<file path="config.mk">
export PLATFORM = sky130hd
export DESIGN_NAME = tsl_slave
export DESIGN_NICKNAME = d
export VERILOG_FILES = /design/src/hw/tsl_pkg.sv /design/src/hw/tsl_sync.sv /design/src/hw/tsl_limit_cmp.sv /design/src/hw/tsl_slave.sv
export SDC_FILE = /design/constraint.sdc
export NUM_CORES = 1
export LEC_CHECK = 0
export BUFFER_PORTS_ARGS = -buffer_cell sky130_fd_sc_hd__buf_4
export CAP_MARGIN = 30
export CORE_MARGIN = 1
export CORE_UTILIZATION = 40
export DETAILED_ROUTE_END_ITERATION = 16
export MAX_ROUTING_LAYER = met4
export PLACE_DENSITY = 0.57
export SLEW_MARGIN = 40
export SYNTH_ARGS = -nofsm -noshare
export SYNTH_HDL_FRONTEND = slang
export SYNTH_SLANG_ARGS = --single-unit
</file>
<file path="constraint.sdc">
create_clock -name sys_clk -period 5.95 [get_ports sys_clk]
set_clock_uncertainty 0.2 [all_clocks]
set_input_delay 0.2975 -clock sys_clk [delete_from_list [all_inputs] [get_ports sys_clk]]
set_output_delay 0.2975 -clock sys_clk [all_outputs]
set_load 0.01 [all_outputs]
</file>
<file path="src/hw/tsl_pkg.sv">
// ****************************************************************
// Shared constants of the temperature sensor serial slave.
// ****************************************************************
package tsl_pkg;

  // Fixed upper four bits of the seven-bit bus address.
  localparam logic [3:0] ADDR_HI = 4'h9;

  // Register pointer codes.
  localparam logic [1:0] PTR_TEMP = 2'h0;
  localparam logic [1:0] PTR_CFG = 2'h1;
  localparam logic [1:0] PTR_LOWER = 2'h2;
  localparam logic [1:0] PTR_UPPER = 2'h3;

  // Pointer byte: bits above this one must be zero.
  localparam int PTR_SEL_MSB = 1;

  // Reset values.
  localparam logic [15:0] UPPER_RESET = 16'h5000;
  localparam logic [15:0] LOWER_RESET = 16'h4b00;
  localparam logic [7:0] CFG_RESET = 8'h00;
  localparam logic [15:0] TEMP_RESET = 16'h0000;
  localparam logic [1:0] PTR_RESET = 2'h0;

  // Limit registers keep their lowest four bits at zero.
  localparam logic [7:0] LIMIT_LO_KEEP = 8'hf0;

  // Resolution field of the configuration byte.
  localparam int CFG_RES_LSB = 5;
  localparam int CFG_RES_MSB = 6;

  // Comparison mask: bits below the nine-bit result at lowest resolution.
  localparam logic [15:0] CMP_DROP_BASE = 16'h007f;

  // Bit counter value of the last bit of a byte.
  localparam logic [2:0] LAST_BIT = 3'h7;

endpackage : tsl_pkg

</file>
<file path="src/hw/tsl_sync.sv">
`timescale 1ns/1ns
// ****************************************************************
// Two-flop synchroniser for the bus pins with edge and condition detect.
// ****************************************************************
module tsl_sync (
  // Clock and reset.
  input wire logic sys_clk,
  input wire logic resetn,
  // Raw bus pins.
  input wire logic scl_in,
  input wire logic sda_in,
  // Synchronised levels and events.
  output logic sda_s,
  output logic scl_rise,
  output logic scl_fall,
  output logic start_det,
  output logic stop_det
);
  import tsl_pkg::*;

  typedef struct packed {
    logic [1:0] s1;
    logic [1:0] s2;
    logic [1:0] s3;
  } tsl_sync_t;

  tsl_sync_t st_reg;
  tsl_sync_t st_next;

  always_comb begin
    st_next = st_reg;
    st_next.s1 = {scl_in, sda_in};
    st_next.s2 = st_reg.s1;
    st_next.s3 = st_reg.s2;
  end

  always_ff @(posedge sys_clk) begin
    if (!resetn) begin
      st_reg <= '{s1: 2'h3, s2: 2'h3, s3: 2'h3};
    end else begin
      st_reg <= st_next;
    end
  end

  // Bit 1 is the clock line, bit 0 the data line; the first stage is never read here.
  assign sda_s = st_reg.s2[0];
  assign scl_rise = st_reg.s2[1] & ~st_reg.s3[1];
  assign scl_fall = ~st_reg.s2[1] & st_reg.s3[1];
  assign start_det = st_reg.s2[1] & st_reg.s3[1] & st_reg.s3[0] & ~st_reg.s2[0];
  assign stop_det = st_reg.s2[1] & st_reg.s3[1] & ~st_reg.s3[0] & st_reg.s2[0];

endmodule : tsl_sync

</file>
<file path="src/hw/tsl_limit_cmp.sv">
`timescale 1ns/1ns
// ****************************************************************
// Resolution-masked signed comparison of a temperature with both limits.
// ****************************************************************
module tsl_limit_cmp (
  // Operands.
  input wire logic [15:0] temp_value,
  input wire logic [15:0] upper_limit,
  input wire logic [15:0] lower_limit,
  input wire logic [1:0] resolution,
  // Results.
  output logic above_upper,
  output logic below_lower
);
  import tsl_pkg::*;

  logic [15:0] keep;

  always_comb begin
    // Nine bits kept at code 0, one more for each step up to twelve.
    keep = ~(CMP_DROP_BASE >> resolution);
    above_upper = $signed(temp_value & keep) > $signed(upper_limit & keep);
    below_lower = $signed(temp_value & keep) < $signed(lower_limit & keep);
  end

endmodule : tsl_limit_cmp

</file>
<file path="src/hw/tsl_slave.sv">
`timescale 1ns/1ns
// How it works
// - Upper limit 16-bit, resets to 80 degrees.
// - Upper limit low four bits read zero.
// - Bit 15 sign, bit 14 magnitude MSB.
// - Upper compare uses only resolution top bits.
// - Lower limit 16-bit, resets to 75 degrees.
// - Lower limit low four bits fixed zero.
// - Lower compare uses only resolution top bits.
// - Nine clocks per byte, MSB first, ack.
// - SDA changes only while SCL low.
// - Device acknowledges matching address, valid pointer and every data byte low.
// - Address is 1001 plus three select pins.
// - Match compared, ack after read/write bit.
// - Write bit zero, then acknowledged pointer byte.
// - Nonzero upper pointer bits: no ack, abandon.
// - Pointer kept between transfers.
// - Read data starts after ack; 1 or 2 bytes.
// - Repeated start reads; plain bytes write register.
// - Stuck low read ignores start and stop.
// - Two pointer bits select the register.
// - Readable temperature frozen during a read.
module tsl_slave (
  // Clock and reset.
  input wire logic sys_clk,
  input wire logic resetn,
  // Two-wire bus.
  input wire logic scl_in,
  input wire logic sda_in,
  output logic sda_out,
  output logic sda_oe,
  // Address select straps.
  input wire logic addr_select_bit0,
  input wire logic addr_select_bit1,
  input wire logic addr_select_bit2,
  // Converter side.
  input wire logic [15:0] temp_value,
  input wire logic temp_load,
  // Register contents for the alarm logic.
  output logic [15:0] temp_readable,
  output logic [7:0] cfg_value,
  output logic [15:0] upper_trip_limit,
  output logic [15:0] lower_trip_limit,
  output logic [tsl_pkg::PTR_SEL_MSB:0] pointer_value,
  // Comparison results.
  output logic over_upper,
  output logic under_lower
);
  import tsl_pkg::*;

  // ****************************************************************
  // State.
  // ****************************************************************
  typedef enum logic [8:0] {
    ST_IDLE = 9'h001,
    ST_ADDR = 9'h002,
    ST_AACK = 9'h004,
    ST_PTR = 9'h008,
    ST_PACK = 9'h010,
    ST_WDATA = 9'h020,
    ST_WACK = 9'h040,
    ST_RDATA = 9'h080,
    ST_RACK = 9'h100
  } tsl_state_t;

  typedef struct packed {
    tsl_state_t state;
    logic [2:0] bitcnt;
    logic [7:0] shift;
    logic [7:0] tx;
    logic rw;
    logic byte_idx;
    logic mack;
    logic mack_seen;
    logic [7:0] hi_byte;
    logic [1:0] pointer;
    logic [7:0] cfg;
    logic [15:0] upper;
    logic [15:0] lower;
    logic [15:0] temp;
    logic drive_level;
    logic oe;
    logic over_upper;
    logic under_lower;
    logic [2:0] a_s1;
    logic [2:0] a_s2;
  } tsl_slave_t;

  tsl_slave_t st_reg;
  tsl_slave_t st_next;

  logic sda_s;
  logic scl_rise;
  logic scl_fall;
  logic start_det;
  logic stop_det;
  logic above_upper;
  logic below_lower;
  logic [7:0] rx_byte;
  logic rd_busy;
  logic stuck_low;
  logic [15:0] sel_reg;

  // ****************************************************************
  // Pin synchroniser and limit comparison.
  // ****************************************************************
  tsl_sync u_sync (
    .sys_clk(sys_clk),
    .resetn(resetn),
    .scl_in(scl_in),
    .sda_in(sda_in),
    .sda_s(sda_s),
    .scl_rise(scl_rise),
    .scl_fall(scl_fall),
    .start_det(start_det),
    .stop_det(stop_det)
  );

  tsl_limit_cmp u_cmp (
    .temp_value(temp_value),
    .upper_limit(st_reg.upper),
    .lower_limit(st_reg.lower),
    .resolution(st_reg.cfg[CFG_RES_MSB:CFG_RES_LSB]),
    .above_upper(above_upper),
    .below_lower(below_lower)
  );

  // ****************************************************************
  // Byte engine.
  // ****************************************************************
  always_comb begin
    rx_byte = {st_reg.shift[6:0], sda_s};
    rd_busy = (st_reg.state == ST_RDATA) || (st_reg.state == ST_RACK);
    // A read cut short while a zero is on the line hangs until released.
    stuck_low = (st_reg.state == ST_RDATA) && st_reg.oe;
    case (st_reg.pointer)
      PTR_TEMP: sel_reg = st_reg.temp;
      PTR_CFG: sel_reg = {st_reg.cfg, 8'h00};
      PTR_LOWER: sel_reg = st_reg.lower;
      default: sel_reg = st_reg.upper;
    endcase
  end

  always_comb begin
    st_next = st_reg;
    st_next.a_s1 = {addr_select_bit2, addr_select_bit1, addr_select_bit0};
    st_next.a_s2 = st_reg.a_s1;
    st_next.over_upper = above_upper;
    st_next.under_lower = below_lower;
    // Fresh conversions are held off while a read is under way.
    if (temp_load && !rd_busy) begin
      st_next.temp = temp_value;
    end
    if (start_det && !stuck_low) begin
      st_next.state = ST_ADDR;
      st_next.bitcnt = 3'h0;
      st_next.oe = 1'b0;
    end else if (stop_det && !stuck_low) begin
      st_next.state = ST_IDLE;
      st_next.oe = 1'b0;
    end else begin
      case (st_reg.state)
        ST_IDLE: begin
          st_next.oe = 1'b0;
        end
        ST_ADDR: begin
          if (scl_rise) begin
            st_next.shift = rx_byte;
            st_next.bitcnt = st_reg.bitcnt + 3'h1;
            if (st_reg.bitcnt == LAST_BIT) begin
              st_next.rw = rx_byte[0];
              if (rx_byte[7:1] == {ADDR_HI, st_reg.a_s2}) begin
                st_next.state = ST_AACK;
              end else begin
                st_next.state = ST_IDLE;
              end
            end
          end
        end
        ST_AACK: begin
          if (scl_fall) begin
            if (!st_reg.oe) begin
              st_next.oe = 1'b1;
            end else if (st_reg.rw) begin
              // The first data bit goes out on the fall ending the ack clock.
              st_next.state = ST_RDATA;
              st_next.byte_idx = 1'b0;
              st_next.bitcnt = 3'h0;
              st_next.tx = sel_reg[15:8];
              st_next.oe = ~sel_reg[15];
            end else begin
              st_next.state = ST_PTR;
              st_next.bitcnt = 3'h0;
              st_next.oe = 1'b0;
            end
          end
        end
        ST_PTR: begin
          if (scl_rise) begin
            st_next.shift = rx_byte;
            st_next.bitcnt = st_reg.bitcnt + 3'h1;
            if (st_reg.bitcnt == LAST_BIT) begin
              if (rx_byte[7:PTR_SEL_MSB + 1] != 6'h00) begin
                st_next.state = ST_IDLE;
              end else begin
                st_next.pointer = rx_byte[PTR_SEL_MSB:0];
                st_next.state = ST_PACK;
              end
            end
          end
        end
        ST_PACK, ST_WACK: begin
          if (scl_fall) begin
            if (!st_reg.oe) begin
              st_next.oe = 1'b1;
            end else begin
              st_next.oe = 1'b0;
              st_next.state = ST_WDATA;
              st_next.bitcnt = 3'h0;
              st_next.byte_idx = (st_reg.state == ST_WACK);
            end
          end
        end
        ST_WDATA: begin
          if (scl_rise) begin
            st_next.shift = rx_byte;
            st_next.bitcnt = st_reg.bitcnt + 3'h1;
            if (st_reg.bitcnt == LAST_BIT) begin
              st_next.state = ST_WACK;
              if (st_reg.pointer == PTR_CFG) begin
                st_next.cfg = rx_byte;
              end else if (!st_reg.byte_idx) begin
                st_next.hi_byte = rx_byte;
              end else if (st_reg.pointer == PTR_UPPER) begin
                st_next.upper = {st_reg.hi_byte, rx_byte & LIMIT_LO_KEEP};
              end else if (st_reg.pointer == PTR_LOWER) begin
                st_next.lower = {st_reg.hi_byte, rx_byte & LIMIT_LO_KEEP};
              end
            end
          end
        end
        ST_RDATA: begin
          if (scl_rise) begin
            st_next.tx = {st_reg.tx[6:0], 1'b0};
            st_next.bitcnt = st_reg.bitcnt + 3'h1;
            if (st_reg.bitcnt == LAST_BIT) begin
              st_next.state = ST_RACK;
              st_next.mack_seen = 1'b0;
            end
          end else if (scl_fall) begin
            st_next.oe = ~st_reg.tx[7];
          end
        end
        ST_RACK: begin
          if (scl_rise) begin
            st_next.mack = ~sda_s;
            st_next.mack_seen = 1'b1;
          end else if (scl_fall) begin
            if (!st_reg.mack_seen) begin
              st_next.oe = 1'b0;
            end else if (st_reg.mack && !st_reg.byte_idx && st_reg.pointer != PTR_CFG) begin
              st_next.state = ST_RDATA;
              st_next.byte_idx = 1'b1;
              st_next.bitcnt = 3'h0;
              st_next.tx = sel_reg[7:0];
              st_next.oe = ~sel_reg[7];
            end else begin
              st_next.state = ST_IDLE;
              st_next.oe = 1'b0;
            end
          end
        end
        default: begin
          st_next.state = ST_IDLE;
          st_next.oe = 1'b0;
        end
      endcase
    end
  end

  always_ff @(posedge sys_clk) begin
    if (!resetn) begin
      st_reg <= '0;
      st_reg.state <= ST_IDLE;
      st_reg.pointer <= PTR_RESET;
      st_reg.cfg <= CFG_RESET;
      st_reg.upper <= UPPER_RESET;
      st_reg.lower <= LOWER_RESET;
      st_reg.temp <= TEMP_RESET;
    end else begin
      st_reg <= st_next;
    end
  end

  // ****************************************************************
  // Outputs.
  // ****************************************************************
  assign sda_out = st_reg.drive_level;
  assign sda_oe = st_reg.oe;
  assign temp_readable = st_reg.temp;
  assign cfg_value = st_reg.cfg;
  assign upper_trip_limit = st_reg.upper;
  assign lower_trip_limit = st_reg.lower;
  assign pointer_value = st_reg.pointer;
  assign over_upper = st_reg.over_upper;
  assign under_lower = st_reg.under_lower;
endmodule : tsl_slave

</file>
**After elaboration in Yosys (flattened, before gate mapping)**

Cells that the tools add are included.

- Add/subtract/negate cells: 1
- Order comparisons: 2
- Equality and inequality tests: 51
- Shift operators: 1
- Multiplexer cells: 84
- Bitwise logic cells: 27
- Reduce and logical (&&, ||, !) cells: 36

Operator list:

| kind | count |
|---|---|
| $mux W40 | 3 |
| $mux W8 | 15 |
| $mux W12 | 8 |
| $mux W73 | 1 |
| $pmux W9 S8 | 1 |
| $mux W32 | 2 |
| $mux W20 | 3 |
| $and A16 B16 Y16 | 3 |
| $mux W16 | 3 |
| $pmux W16 S3 | 1 |
| $pmux W8 S3 | 2 |
| $ne A4 B4 Y1 const B | 10 |
| $mux W9 | 4 |
| $ne A2 B2 Y1 const B | 18 |
| $reduce_and A16 Y1 | 2 |
| $mux W1 | 26 |
| $reduce_and A6 Y1 | 4 |
| $pmux W3 S7 | 1 |
| $gt A16 B16 Y1 | 1 |
| $lt A16 B16 Y1 | 1 |
| $ne A4 B2 Y1 const B | 4 |
| $not A1 Y1 | 16 |
| $not A16 Y16 | 1 |
| $shr A7 B2 Y16 const A | 1 |
| 43 further kinds | 71 |

- Bits in registers: 105
- Word-level logic and storage cells: 225

**Longest topological paths before layout**

- Depth in word-level cells: 10
- Mapped depth: 10
- Mapped depth without buffers: 9

**Hierarchy**

Synthesis repeated with hierarchy kept, for this count alone.

- Cell total of the unflattened synthesis: 724
- Area total of the unflattened synthesis: 6075.8 um^2

By module, submodules not included:

| module | times used | cells an instance | area an instance (um^2) | seq. area each (um^2) |
|---|---|---|---|---|
| tsl_slave | 1 | 616 | 5242.5 | 1961.9 |
| tsl_limit_cmp | 1 | 92 | 643.1 | 0.0 |
| tsl_sync | 1 | 16 | 190.2 | 120.1 |

**Least setup slack after synthesis**

Ideal clock, no wire load.

- Path kind: flip-flop to flip-flop
- From: register st_reg[105] (netlist bit)
- To: register st_reg[96] (netlist bit)
- Setup time: 0.126 ns
- Arrival: 2.381 ns
- Data required time: 5.624 ns
- Path slack: 3.243 ns
- Cell stages (with the launch flop): 9
- Buffers on the path: 1
- Clock period less this slack: 2.707 ns
- Cells stage by stage: dfxtp_1 buf_6 or4_4 or4b_4 and3_4 and3_4 nor4_4 mux2i_1 nor2_1

- Longest elaborated chain between the ends: 6
- Elaborated cells on any way between the ends: 30

Ends and longest elaborated chain:

| item | line | text |
|---|---|---|
| from (decl) | tsl_slave.sv:89 | `tsl_slave_t st_reg;` |
| from (signal assigned) | tsl_slave.sv:291 | `st_reg <= st_next;` |
| branches (longest 6 deep; another with $reduce_and A14 Y1) | -- |  |

Several ways; the timed one is not identified.
A chain may end at the register's enable or synchronous reset.

**Worst setup path after layout**

- From: register st_reg[100] (netlist bit)
- To: register st_reg (netlist bit upper_trip_limit[14])

- Longest elaborated chain between the ends: 6
- Elaborated cells on any way between the ends: 9

Ends and longest elaborated chain:

| item | line | text |
|---|---|---|
| $eq A9 B8 Y1 | tsl_slave.sv:135 | `stuck_low = (st_reg.state == ST_RDATA) && st_reg.oe;` |
| $logic_and A1 B1 Y1 | tsl_slave.sv:135 |  |
| $logic_not A1 Y1 | tsl_slave.sv:154, tsl_slave.sv:158 |  |
| $logic_and A1 B1 Y1 (on tied branches) | tsl_slave.sv:154, tsl_slave.sv:158 |  |
| $not A1 Y1 (no source line) | -- |  |
| $reduce_and A8 Y1 (no source line) (*) | -- |  |

Every way passes the cells marked *; elsewhere a longest branch is shown, timed or not.

==> PnR_summary.wiki <==
{| class="wikitable"
! Metric !! Value
|-
| Result of the run || complete, no violations
|-
| Setup slack after placement || between 2 and 2.5 ns
|-
| Kind of launch point of the worst setup path || register
|-
| Fmax || 285.5 MHz
|-
| Net switching power figure || 0.0004221 W
|-
| Number of placed I/O pins || 86
|-
| Leading post-synthesis cells by cell area || sky130_fd_sc_hd__dfxtp_1, sky130_fd_sc_hd__buf_4, sky130_fd_sc_hd__mux2i_1
|-
| Setup TNS || 0 ns
|-
| FFs w/ async S/R, synth || 0%
|-
| Post-CTS clock slew at the launch and capture registers of the worst setup and hold paths || 0.07 ns
|-
| Drt via density || 5.324
|-
| # setup viols final || 0
|-
| Share of the synthesized netlist area taken by xor and xnor gates || 1.035%
|-
| Synthesized netlist cell count || 670
|-
| Critical path's slowest cell || sky130_fd_sc_hd__nor2_1
|-
| Post-CTS setup-driven buffer insertion count || 0
|-
| Total Power || about 0.0016 W
|-
| Vias in the first global route || 4393
|-
| Iteration-0 DRC count of the detailed router || 306
|-
| Rows || 44
|-
| Final #Nets || 726
|-
| Root Buffer Master || sky130_fd_sc_hd__clkbuf_16
|-
| Post-Synth Adder-Cell Area || 5.279%
|-
| Proportion of synthesized chip area in sequential cells || 35.14%
|-
| Initial cell density of the core || 40.93%
|-
| Worst vdd ir || 0.1491 mV
|-
| Maximum number of pins on one net before global-route repair || between 90 and 100
|-
| Least-Margin Pin Slew || 0.7770 ns
|-
| Combinational fraction of design power || 14.3%
|-
| Ys flop type || sky130_fd_sc_hd__dfxtp_1
|-
| Cts bufs inserted || 9
|-
| Amount of wire on met3 after detailed routing || 647 um
|-
| Detailed-routing wirelength on met1 || 7096 um
|-
| Register-to-register setup slack || 2.45 ns
|-
| Latest clock arrival within the worst-skew pair || 0.35 ns
|-
| Area of the die || 15310 um^2
|-
| Total overflow reported by the global router || 0
|-
| Proportion of netlist area held by the largest area contributor || 35.14%
|-
| Worst path max stage delay || roughly 0.63 ns
|-
| Data arrival time of the worst path || 3.52 ns
|-
| Sequential cell area || 2083 um^2
|-
| Largest family of logic cells by synthesized area || simple AND/OR/NAND/NOR gates
|-
| DR WL met2 || 7117 um
|-
| # port buffers || 76
|-
| Count of final hold-check violations || 0
|-
| Proportion of synthesized area in mux cells || 11.04%
|-
| Wire length of the first global-routing pass || 23870 um
|-
| Worst min-delay path category || in2reg
|-
| Overall routing resource usage || 21.45%
|-
| Critical path required time || 5.97 ns
|-
| Fin crit period || 3.502 ns
|-
| Core Area || 14480 um^2
|-
| Via count || between 4000 and 5000
|-
| Top post-synthesis cells by count || sky130_fd_sc_hd__dfxtp_1, sky130_fd_sc_hd__nand2_1, sky130_fd_sc_hd__buf_4, sky130_fd_sc_hd__mux2i_1, sky130_fd_sc_hd__nor2b_1
|-
| Internal power contribution || roughly 0.0011 W
|-
| Top cell type by total area after synthesis || sky130_fd_sc_hd__dfxtp_1
|-
| Number of sinks on the clock net || 104
|-
| Ratio of cells with drive above 1 in the final layout || 18.36%
|-
| Cell area after technology mapping || 5926 um^2
|-
| CTS tree || built
|-
| Number of max-slew violations in the final report || 0
|-
| Post-synthesis sequential element count || 104
|-
| Buffer depth of the longest clock path || 2
|-
| Area overhead of the layout relative to synthesis || 10.20%
|-
| Highest fanout seen on the critical path || 13
|-
| Initial antenna violation count || 0
|-
| Relative slew slack || 48.01%
|-
| Startpoint-to-endpoint class of the critical path || reg2reg
|-
| Hold Buf Count CTS || 5
|-
| Syn Area/Cell || between 8 and 9 um^2
|-
| Flip-flop count of the largest register, all copies and words added || 35
|-
| Switching share of total power || 26.86%
|-
| Worst Slack Setup Final || 2.448 ns
|-
| Static Leak || around 2.6 nW
|-
| Number of detailed-routing iterations run before antenna repair || 5
|-
| Crit share post-route || 58.87%
|-
| Post-route non-filler standard cell count || 865
|-
| Critical Path, Cell by Cell || or4_4 -> or4_1 -> nor2_1 -> nand4_1 -> buf_4 -> mux2i_1 -> nand2_1
|-
| Number of gates given a new drive strength after cts || 0
|-
| Proportion of power drawn by the clock network || 38.6%
|-
| Leading cell type by number of instances after synthesis || sky130_fd_sc_hd__dfxtp_1
|-
| H-tree level count || 3
|-
| HPWL after detailed placement || 11190 um
|-
| Simple-gate share of the synthesized area || 21.58%
|-
| Distinct cells, synth || between 60 and 70
|-
| Placed cell count || ~840
|-
| Chip Height || roughly 120 um
|-
| Synth Area in Compound Gates || 13.81%
|-
| Area taken by multi-input logic gates || 3162 um^2
|-
| Total power density per cell area || around 240 nW/um^2
|-
| Antenna Violating Nets Remaining || 0
|-
| Setup repair after global routing missed its margin || no
|-
| Yosys warning count || 0
|-
| Endpoint class of the critical path || register
|-
| Die Wd || 123.7 um
|-
| Fill count || 1435
|-
| Count of antenna diodes in the layout || 0
|-
| Wire length after detailed routing || about 15000 um
|-
| Global placement routability congestion || 0.9005
|-
| Total DRC errors in the routed layout || 0
|-
| Flop pwr share || 47.1%
|-
| Count of max-cap constraint violations || 0
|-
| Top metal layer carrying routed signals || met4
|-
| Detail-routed net length per standard cell || about 18 um
|-
| EDFF count, synth || 0
|}
==> routing by layer <==
| layer | vias to the layer above | global-route usage, % |
|---|---|---|
| met5 | - | - |
| met4 | 0 | 6.325 |
| met3 | 18 | 4.487 |
| met2 | 93 | 33.40 |
| met1 | 2234 | 27.89 |
| li1 | 2260 | - |
==> kinds of logic (layout without fill, tap and decap cells) <==
family | count (synthesis) | after routing
flip-flops | 104 | 104
other | 1 | 9
XOR/XNOR | 7 | 7
AND/OR/NAND/NOR | 232 | 232
multiplexers | 55 | 55
buffers and inverters | 124 | 127
AO/OA/AOI/OAI | 122 | 122
adder cells (fa/ha/maj) | 25 | 25
==> layout make-up <==
type	instances	share of cell area (%)
flip-flops and latches	104	31.90
clock buffers	11	3.717
repair buffers	86	10.14
clock inverters	4	0.8048
multi-input cells	450	48.42
well taps	184	3.526
inverters	26	1.495
==> layout by cell type (no fill, tap or decap), types with 3 or more instances in the layout <==
cell                            instances
sky130_fd_sc_hd__dfxtp_1              103
sky130_fd_sc_hd__nand2_1               82
sky130_fd_sc_hd__buf_4                 80
sky130_fd_sc_hd__nor2b_1               44
sky130_fd_sc_hd__mux2i_1               44
sky130_fd_sc_hd__a21boi_0              28
sky130_fd_sc_hd__inv_1                 26
sky130_fd_sc_hd__a21oi_1               25
sky130_fd_sc_hd__ha_1                  25
sky130_fd_sc_hd__o21ai_0               22
sky130_fd_sc_hd__nor2_1                19
sky130_fd_sc_hd__nand3_1               13
sky130_fd_sc_hd__nand2b_1              11
sky130_fd_sc_hd__and2_1                10
sky130_fd_sc_hd__a21o_1                10
sky130_fd_sc_hd__nand4_1                9
sky130_fd_sc_hd__conb_1                 9
sky130_fd_sc_hd__clkbuf_16              9
sky130_fd_sc_hd__mux4_2                 8
sky130_fd_sc_hd__xor2_1                 6
sky130_fd_sc_hd__nor3b_1                6
sky130_fd_sc_hd__o211ai_1               6
sky130_fd_sc_hd__nor3_1                 5
sky130_fd_sc_hd__dlygate4sd3_1          5
sky130_fd_sc_hd__a211oi_1               4
sky130_fd_sc_hd__a32oi_1                4
sky130_fd_sc_hd__a22oi_1                4
sky130_fd_sc_hd__or3_1                  3
sky130_fd_sc_hd__or2_2                  3
sky130_fd_sc_hd__o22ai_1                3
sky130_fd_sc_hd__mux2_2                 3
==> per-stage QoR <==
stage	cell area, um^2	util, %	hold WS, ns
floorplan	5956	-	0.1863
global placement	6170	42.61	0.1936
detailed placement	6171	42.62	0.1914
CTS	6516	45.01	0.002889
global route	6530	45.10	0.01178
finish	6530	45.10	0.01106
==> critical path, delay by kind of cell (launching register included) <==
family / cells / cell delay, ns
muxes: 1 / 0.17
DFF: 1 / 0.41
buffers and inverters: 1 / 0.34
and+or+nand+nor: 5 / 2.26
==> path summary, 6_finish.rpt <==
kind | from | end | cells past startpoint
worst max-delay path | st_reg[100] | upper_trip_limit[14] | 7
worst max register to register | st_reg[100] | upper_trip_limit[14] | 7
worst min-delay path | temp_value[0] | temp_readable[0] | 3
worst min register to register | u_sync.st_next[2] | u_sync.sda_s | 1
==> power by group through the flow <==
stage / logic (W) / clock network (W) / registers [W]
6_report: 0.000225 / 0.000607 / 0.000740
5_1_grt: 0.000247 / 0.000651 / 0.000743
4_1_cts: 0.000223 / 0.000623 / 0.000740
3_5_place_dp: 0.000219 / 0 / 0.000757
3_3_place_gp: 0.000221 / 0 / 0.000755
2_1_floorplan: 0.000177 / 0 / 0.000742
Power figures use the tool's default switching activity.
